### src/hdl/lgpwm_pkg.sv
package lgpwm_pkg;

  // Array geometry of the driver core.
  localparam int CHANNELS   = 16;
  localparam int LUM_BITS   = 10;
  localparam int SET_BITS   = CHANNELS * LUM_BITS;
  localparam int CHAIN_BITS = 2 * SET_BITS;

  // Last grayscale count of a one-shot burst of 1024 periods.
  localparam logic [9:0] PWM_LAST = 10'h3FF;

  // Grayscale clocks from a latched emit or disable to the PWM change.
  localparam logic [1:0] LATENCY = 2'h2;

  // The controller counts from the rise that latches the command itself.
  localparam logic [1:0] SWITCH_DELAY = 2'h3;

  // Link clocks are derived from the system clock by a divider.
  localparam int SYS_PERIOD_NS  = 8;
  localparam int LINK_PERIOD_NS = 64;
  localparam int LINK_HALF_CYC  = LINK_PERIOD_NS / SYS_PERIOD_NS / 2;
  localparam logic [2:0] DIV_HALF_LAST = 3'(LINK_HALF_CYC - 1);

  // Reset values.
  localparam logic [9:0] PWM_RESET = 10'h000;

  // Three-bit command codes on the command pins.
  typedef enum logic [2:0] {
    CMD_NO_OPERATION = 3'b000,
    CMD_SHIFT_IN     = 3'b001,
    CMD_CAPTURE      = 3'b010,
    CMD_DISABLE      = 3'b011,
    CMD_FIRST_EMIT   = 3'b100,
    CMD_SECOND_EMIT  = 3'b101,
    CMD_SINGLE_LED   = 3'b110,
    CMD_DUAL_LED     = 3'b111
  } lgpwm_cmd_t;

endpackage

### src/hdl/lgpwm_if.sv
`timescale 1ns/1ps
`default_nettype none
interface lgpwm_if;
  logic        data_shift_clock;
  logic        grayscale_clock;
  logic [2:0]  cmd;
  logic        serial_data_in;
  logic        serial_cascade_out;
  logic [15:0] channel_sink_output;

  // The controller makes both clocks, the command and the data.
  modport host (
    output data_shift_clock,
    output grayscale_clock,
    output cmd,
    output serial_data_in,
    input  serial_cascade_out,
    input  channel_sink_output
  );

  // The driver core samples everything on its own system clock.
  modport device (
    input  data_shift_clock,
    input  grayscale_clock,
    input  cmd,
    input  serial_data_in,
    output serial_cascade_out,
    output channel_sink_output
  );
endinterface
`default_nettype wire

### src/hdl/lgpwm_device.sv
`timescale 1ns/1ps
`default_nettype none
module lgpwm_device (
  input  wire logic   clk_sys,
  input  wire logic   rst_n,
  lgpwm_if.device     link,
  output logic        burst_active,
  output logic        dual_mode,
  output logic        second_selected
);
  import lgpwm_pkg::*;

  logic [5:0]            sync_q;
  logic [5:0]            sync_rise;
  logic                  data_shift_clock_rise;
  logic                  grayscale_clock_rise;
  lgpwm_cmd_t            cmd;
  logic                  din;
  logic                  armed_reg;
  logic [CHAIN_BITS-1:0] chain_reg;
  logic [CHAIN_BITS-1:0] held_reg;
  logic                  dual_reg;
  logic                  disabled_reg;
  logic                  pend_reg;
  logic                  stop_pend_reg;
  logic [1:0]            stop_lat_reg;
  logic                  pend_second_reg;
  logic [1:0]            lat_reg;
  logic                  run_reg;
  logic                  sel_second_reg;
  logic [9:0]            pwm_cnt_reg;
  logic [15:0]           sink_reg;
  logic                  sdo_reg;
  logic                  is_emit;
  logic                  busy;
  logic                  accept;
  logic                  fire;
  logic                  stop_fire;

  // All pins come from the controller's clocks, so they are synchronised
  // together; equal delay keeps command and data aligned to the clock rise.
  lgpwm_sync #(
    .W (6)
  ) u_sync (
    .clk_sys (clk_sys),
    .rst_n   (rst_n),
    .d       ({link.data_shift_clock, link.grayscale_clock, link.cmd,
               link.serial_data_in}),
    .q       (sync_q),
    .rise    (sync_rise)
  );

  // Decoded view of the synchronised pins.
  assign data_shift_clock_rise = sync_rise[5];
  assign grayscale_clock_rise = sync_rise[4];
  assign cmd       = lgpwm_cmd_t'(sync_q[3:1]);
  assign din       = sync_q[0];

  // An emit is refused while a burst runs or is about to start, unless a
  // disable arrived since the last accepted emit.
  assign is_emit = (cmd == CMD_FIRST_EMIT) || (cmd == CMD_SECOND_EMIT);
  assign busy    = run_reg || pend_reg;
  assign accept  = data_shift_clock_rise && is_emit && (!busy || disabled_reg);

  // The pending action takes effect on the second grayscale rise.
  assign fire      = grayscale_clock_rise && pend_reg && (lat_reg == 2'h1);
  assign stop_fire = grayscale_clock_rise && stop_pend_reg && (stop_lat_reg == 2'h1);

  // The first shift-in edge only arms the chain; bits enter from the next
  // rising edge. Arming survives disable and emit so that shifting can
  // resume right after an emit pause; capture and mode commands end it.
  always_ff @(posedge clk_sys) begin
    if (!rst_n) begin
      armed_reg <= 1'b0;
    end else if (data_shift_clock_rise) begin
      case (cmd)
        CMD_SHIFT_IN:   armed_reg <= 1'b1;
        CMD_CAPTURE:    armed_reg <= 1'b0;
        CMD_SINGLE_LED: armed_reg <= 1'b0;
        CMD_DUAL_LED:   armed_reg <= 1'b0;
        default:        armed_reg <= armed_reg;
      endcase
    end
  end

  // Serial chain: each bit enters at the bottom, so the first bit of a set
  // ends at the top, which is channel 15 bit 9.
  always_ff @(posedge clk_sys) begin
    if (!rst_n) begin
      chain_reg <= '0;
    end else if (data_shift_clock_rise && (cmd == CMD_SHIFT_IN) && armed_reg) begin
      chain_reg <= {chain_reg[CHAIN_BITS-2:0], din};
    end
  end

  // Capture takes the whole chain, so both sets are retained and the
  // mode command may come before or after the capture.
  always_ff @(posedge clk_sys) begin
    if (!rst_n) begin
      held_reg <= '0;
    end else if (data_shift_clock_rise && (cmd == CMD_CAPTURE)) begin
      held_reg <= chain_reg;
    end
  end

  // Time-division mode.
  always_ff @(posedge clk_sys) begin
    if (!rst_n) begin
      dual_reg <= 1'b0;
    end else if (data_shift_clock_rise && (cmd == CMD_SINGLE_LED)) begin
      dual_reg <= 1'b0;
    end else if (data_shift_clock_rise && (cmd == CMD_DUAL_LED)) begin
      dual_reg <= 1'b1;
    end
  end

  // A disable lets the next emit in even over a running burst.
  always_ff @(posedge clk_sys) begin
    if (!rst_n) begin
      disabled_reg <= 1'b0;
    end else if (data_shift_clock_rise && (cmd == CMD_DISABLE)) begin
      disabled_reg <= 1'b1;
    end else if (accept) begin
      disabled_reg <= 1'b0;
    end
  end

  // Latency pipeline for accepted emits. A rise that coincides with the
  // latching edge does not count, so two later rises are needed.
  always_ff @(posedge clk_sys) begin
    if (!rst_n) begin
      pend_reg        <= 1'b0;
      pend_second_reg <= 1'b0;
      lat_reg         <= 2'h0;
    end else if (accept) begin
      pend_reg        <= 1'b1;
      pend_second_reg <= (cmd == CMD_SECOND_EMIT) && dual_reg;
      lat_reg         <= LATENCY;
    end else if (grayscale_clock_rise && pend_reg) begin
      lat_reg <= lat_reg - 2'h1;
      if (lat_reg == 2'h1) begin
        pend_reg <= 1'b0;
      end
    end
  end

  // Disables have a pipeline of their own, because the controller sends the
  // emit one link period later; sharing one pipeline would lose the stop.
  always_ff @(posedge clk_sys) begin
    if (!rst_n) begin
      stop_pend_reg <= 1'b0;
      stop_lat_reg  <= 2'h0;
    end else if (data_shift_clock_rise && (cmd == CMD_DISABLE)) begin
      stop_pend_reg <= 1'b1;
      stop_lat_reg  <= LATENCY;
    end else if (grayscale_clock_rise && stop_pend_reg) begin
      stop_lat_reg <= stop_lat_reg - 2'h1;
      if (stop_lat_reg == 2'h1) begin
        stop_pend_reg <= 1'b0;
      end
    end
  end

  // One-shot burst: counts 1024 grayscale periods and then stops until the
  // next accepted emit. A disable firing stops it at once; an emit firing in the same cycle wins.
  always_ff @(posedge clk_sys) begin
    if (!rst_n) begin
      run_reg        <= 1'b0;
      sel_second_reg <= 1'b0;
      pwm_cnt_reg    <= PWM_RESET;
    end else if (fire) begin
      run_reg        <= 1'b1;
      sel_second_reg <= pend_second_reg;
      pwm_cnt_reg    <= PWM_RESET;
    end else if (stop_fire) begin
      run_reg <= 1'b0;
    end else if (grayscale_clock_rise && run_reg) begin
      pwm_cnt_reg <= pwm_cnt_reg + 10'h001;
      if (pwm_cnt_reg == PWM_LAST) begin
        run_reg <= 1'b0;
      end
    end
  end

  // Each channel sinks while the count is below its held value. In single
  // mode the set sits in the low half of the held chain; in dual mode the
  // first-shifted set is the first LED. Held values are reused for every
  // burst until the next capture.
  always_ff @(posedge clk_sys) begin
    if (!rst_n) begin
      sink_reg <= '0;
    end else begin
      for (int i = 0; i < CHANNELS; i++) begin
        if (!run_reg) begin
          sink_reg[i] <= 1'b0;
        end else if (!dual_reg) begin
          sink_reg[i] <= pwm_cnt_reg < held_reg[i*LUM_BITS +: LUM_BITS];
        end else if (sel_second_reg) begin
          sink_reg[i] <= pwm_cnt_reg < held_reg[i*LUM_BITS +: LUM_BITS];
        end else begin
          sink_reg[i] <= pwm_cnt_reg <
                         held_reg[SET_BITS+i*LUM_BITS +: LUM_BITS];
        end
      end
    end
  end

  // Cascade output follows the last stage in use by the current mode.
  always_ff @(posedge clk_sys) begin
    if (!rst_n) begin
      sdo_reg <= 1'b0;
    end else begin
      sdo_reg <= dual_reg ? chain_reg[CHAIN_BITS-1]
                          : chain_reg[SET_BITS-1];
    end
  end

  // Outputs.
  assign link.channel_sink_output = sink_reg;
  assign link.serial_cascade_out  = sdo_reg;
  assign burst_active             = run_reg;
  assign dual_mode                = dual_reg;
  assign second_selected          = sel_second_reg;
endmodule
`default_nettype wire

### src/hdl/lgpwm_sync.sv
`timescale 1ns/1ps
`default_nettype none
module lgpwm_sync #(
  parameter int W = 1
) (
  input  wire logic         clk_sys,
  input  wire logic         rst_n,
  input  wire logic [W-1:0] d,
  output logic      [W-1:0] q,
  output logic      [W-1:0] rise
);
  logic [W-1:0] meta_reg;
  logic [W-1:0] q_reg;
  logic [W-1:0] q_d_reg;

  // Two stages; only the second stage feeds any logic.
  always_ff @(posedge clk_sys) begin
    if (!rst_n) begin
      meta_reg <= '0;
      q_reg    <= '0;
      q_d_reg  <= '0;
    end else begin
      meta_reg <= d;
      q_reg    <= meta_reg;
      q_d_reg  <= q_reg;
    end
  end

  // Edge detection looks only at settled copies.
  assign q    = q_reg;
  assign rise = q_reg & ~q_d_reg;
endmodule
`default_nettype wire
### src/flat_wrapper.sv
// flat-port wrapper written by rule: the top's interface ports become plain ports
module lgpwm_device_flat import lgpwm_pkg::*;
  (clk_sys, rst_n, burst_active, dual_mode, second_selected, link_data_shift_clock, link_grayscale_clock, link_cmd, link_serial_data_in, link_serial_cascade_out, link_channel_sink_output);
  lgpwm_if link_i ();
  input  wire logic clk_sys;
  input  wire logic rst_n;
  output logic burst_active;
  output logic dual_mode;
  output logic second_selected;
  input wire logic [$bits(link_i.data_shift_clock)-1:0] link_data_shift_clock;
  input wire logic [$bits(link_i.grayscale_clock)-1:0] link_grayscale_clock;
  input wire logic [$bits(link_i.cmd)-1:0] link_cmd;
  input wire logic [$bits(link_i.serial_data_in)-1:0] link_serial_data_in;
  output wire logic [$bits(link_i.serial_cascade_out)-1:0] link_serial_cascade_out;
  output wire logic [$bits(link_i.channel_sink_output)-1:0] link_channel_sink_output;
  assign link_i.data_shift_clock = link_data_shift_clock;
  assign link_i.grayscale_clock = link_grayscale_clock;
  assign link_i.cmd = link_cmd;
  assign link_i.serial_data_in = link_serial_data_in;
  assign link_serial_cascade_out = link_i.serial_cascade_out;
  assign link_channel_sink_output = link_i.channel_sink_output;
  lgpwm_device u_core (.clk_sys(clk_sys), .rst_n(rst_n), .link(link_i), .burst_active(burst_active), .dual_mode(dual_mode), .second_selected(second_selected));
endmodule
### config.mk
export PLATFORM = sky130hd
export DESIGN_NAME = lgpwm_device_flat
export DESIGN_NICKNAME = d
export VERILOG_FILES = /design/src/hdl/lgpwm_pkg.sv /design/src/hdl/lgpwm_if.sv /design/src/hdl/lgpwm_device.sv /design/src/hdl/lgpwm_sync.sv /design/src/flat_wrapper.sv
export SDC_FILE = /design/constraint.sdc
export NUM_CORES = 2
export LEC_CHECK = 0
export ABC_AREA = 1
export BUFFER_PORTS_ARGS = -buffer_cell sky130_fd_sc_hd__buf_2
export CAP_MARGIN = 20
export CORE_ASPECT_RATIO = 0.6
export CORE_UTILIZATION = 53
export CTS_BUF_LIST = sky130_fd_sc_hd__clkbuf_2
export CTS_CLUSTER_DIAMETER = 120
export DETAILED_ROUTE_END_ITERATION = 10
export PLACE_DENSITY_LB_ADDON = 0.2
export SLEW_MARGIN = 10
export SYNTH_ARGS = -nofsm -noshare
export SYNTH_HDL_FRONTEND = slang
export SYNTH_HIERARCHICAL = 1
export SYNTH_SLANG_ARGS = --single-unit
export TNS_END_PERCENT = 10
### constraint.sdc
create_clock -name clk_sys -period 3.4 [get_ports clk_sys]
set_clock_uncertainty 0.2 [all_clocks]
set_input_delay 0.51 -clock clk_sys [delete_from_list [all_inputs] [get_ports clk_sys]]
set_output_delay 0.51 -clock clk_sys [all_outputs]
set_load 0.1 [all_outputs]
==> metrics.txt <==
clock root cell=clkbuf_2; syn nets=roughly 4,500; hold buffers post-CTS=19; global route overflow=0; vias per std cell=around 5.2; Final Max Tran Viols=0; Bufs and invs on worst path=1; status=complete, no violations; Initial DRT Pass Iterations=5; WL per Instance=approximately 16 um; commonest non-fill, non-tap cell in the layout=nand2_1; # fillers=between 5,000 and 6,000; core area=0.0593 mm^2; r2r worst-path depth=9; Clock H-tree levels=4; DRC viols=0; peak fanout along the critical path=5; Design Area, Final=between 0.03 and 0.04 mm^2; Reg clk slew, reported paths=between 0.1 and 0.15 ns; Worst VDD drop=~0.28 mV; CTS resizes=0; post-route setup slack=about 0.46 ns; io pins=28; worst reg2reg startpoint=u_core/u_sync/q[5]$_SDFF_PN0_; die area=a little over 0.06 mm^2; PD cells=between 400 and 500 mW/mm^2; CP required=~2.7 ns; CTS buffer count=about 160; Crit-path slowest cell=dfxtp_1; WP depth=1; GR met1 Demand/Resource=between 30% and 40%; initial DRC count=about 2,400; fmax=0.340 GHz; worst min-delay path startpoint=rst_n; via count=about 27,000; hold depth=4; worst-skew pair later-pin latency=roughly 1.2 ns; share of cells above drive strength 1=around 8.4%; max_cap viols=0; critical path cell sequence=buf_2; vias in the first global route=around 24,000; initial core utilization=between 50% and 60%; global placer's final weighted congestion=0.798; multi-input gate area in the final layout=between 0.01 and 0.015 mm^2; Setup CP Type=flop to output pin; Total Wirelength=approximately 80 mm; Sum Neg Setup Slack=0 ns; HPWL after detailed placement=about 47 mm; most frequent cells in the layout=802 x nand2_1, 710 x a21oi_1, 683 x dfxtp_1; Placed Area=about 0.032 mm^2; Min-Delay Path Class=input pin to flop; Die X=about 320 um; largest net degree at the start of global routing=183; Post-Synthesis Cell Area=0.0319 mm^2; Slew @ Worst Pin=about 1.0 ns; RR Endpoint=u_core/held_reg[87]$_SDFFE_PN0P_; CTS tree=done; final hold vios=0; cells after synthesis=4,172; Syn-to-layout area delta=6.58%; CP peak stage delay=roughly 0.54 ns; Placement Rows=69; GRT Overall Usage=a little over a quarter; FF+latch area=roughly 0.014 mm^2; final cycle utilization of the critical path=86.6%; final core utilization=about 57%; average size of a mapped cell=7.64 um^2; Routed Antenna Nets=0; Die Y=~190 um; first-pass GRT wire length=129 mm; WHS Endpoint=u_core/held_reg[230]$_SDFFE_PN0P_; CP Capture Type=output pin; met3 usage=5.36%; crit path DAT=2.23 ns; Leak=14.1 nW; initial antenna violation count=2; RSZ-0062 raised after global routing=no; slew margin rel.=31.7%; pre-CTS WS=around 0.92 ns; kind of start point of the critical path=flop; yosys warns=6; Period minus WS final=just under 3 ns; Num Clock Sinks=between 600 and 700; Worst R2R Setup Slack=0.91 ns; CP top delay family=flip-flops; global-route met2 utilization=38.7%; gr busiest metal=met2; I/O Buffers=27; Final nets=4,481; final setup fails=0; clk buf depth=3; postcts setup bufs=0
area by class of cell:
| cell class | count | share of cell area (%) |
|---|---|---|
| clock inverter | 37 | 0.762 |
| inverter | 503 | 5.58 |
| tap | 781 | 2.87 |
| antenna | 3 | 0.0221 |
| timing repair buffer | 106 | 2.96 |
| sequential | 693 | 40.9 |
| multi-input combinational | 2722 | 43.4 |
| clock buffer | 238 | 3.50 |
stage by stage:
| step | std cells | power (mW) | hold WS (ns) |
|---|---|---|---|
| after global routing | 5083 | 14.8 | 0.0258 |
| after CTS | 5080 | 14.3 | 0.0140 |
| final | 5083 | 14.2 | 0.109 |
| after floorplan | 4172 | 8.71 | 0.190 |
| after global placement | 4785 | 8.83 | 0.204 |
| after detailed placement | 4786 | 8.83 | 0.208 |
how the worst max path moves through the flow:
stage / startpoint / end
final: u_core/burst_active$_SDFFE_PN0P_ / burst_active
after global placement: u_core/u_sync/q[5]$_SDFF_PN0_ / u_core/held_reg[188]$_SDFFE_PN0P_
after detailed placement: u_core/u_sync/q[5]$_SDFF_PN0_ / u_core/held_reg[87]$_SDFFE_PN0P_
after floorplan: u_core/dual_mode$_SDFFE_PP0P_ / u_core/link.channel_sink_output[11]$_SDFF_PN0_
after CTS: u_core/burst_active$_SDFFE_PN0P_ / burst_active
after global routing: u_core/burst_active$_SDFFE_PN0P_ / burst_active
per-layer routing:
layer	vias to the layer above	share of wire, %
met5	-	0
met4	0	1.6
met3	98	6.5
met2	703	41
met1	12100	51
li1	13800	-
power by group:
group	total (mW)	switching (mW)	internal (mW)	leakage, nW
Sequential	8.17	0.0141	8.16	5.59
Combinational	0.494	0.346	0.148	7.43
Clock	5.50	3.35	2.15	1.11
Total	14.2	3.71	10.5	14.1
Note: power is estimated with default switching activity, not from simulation.
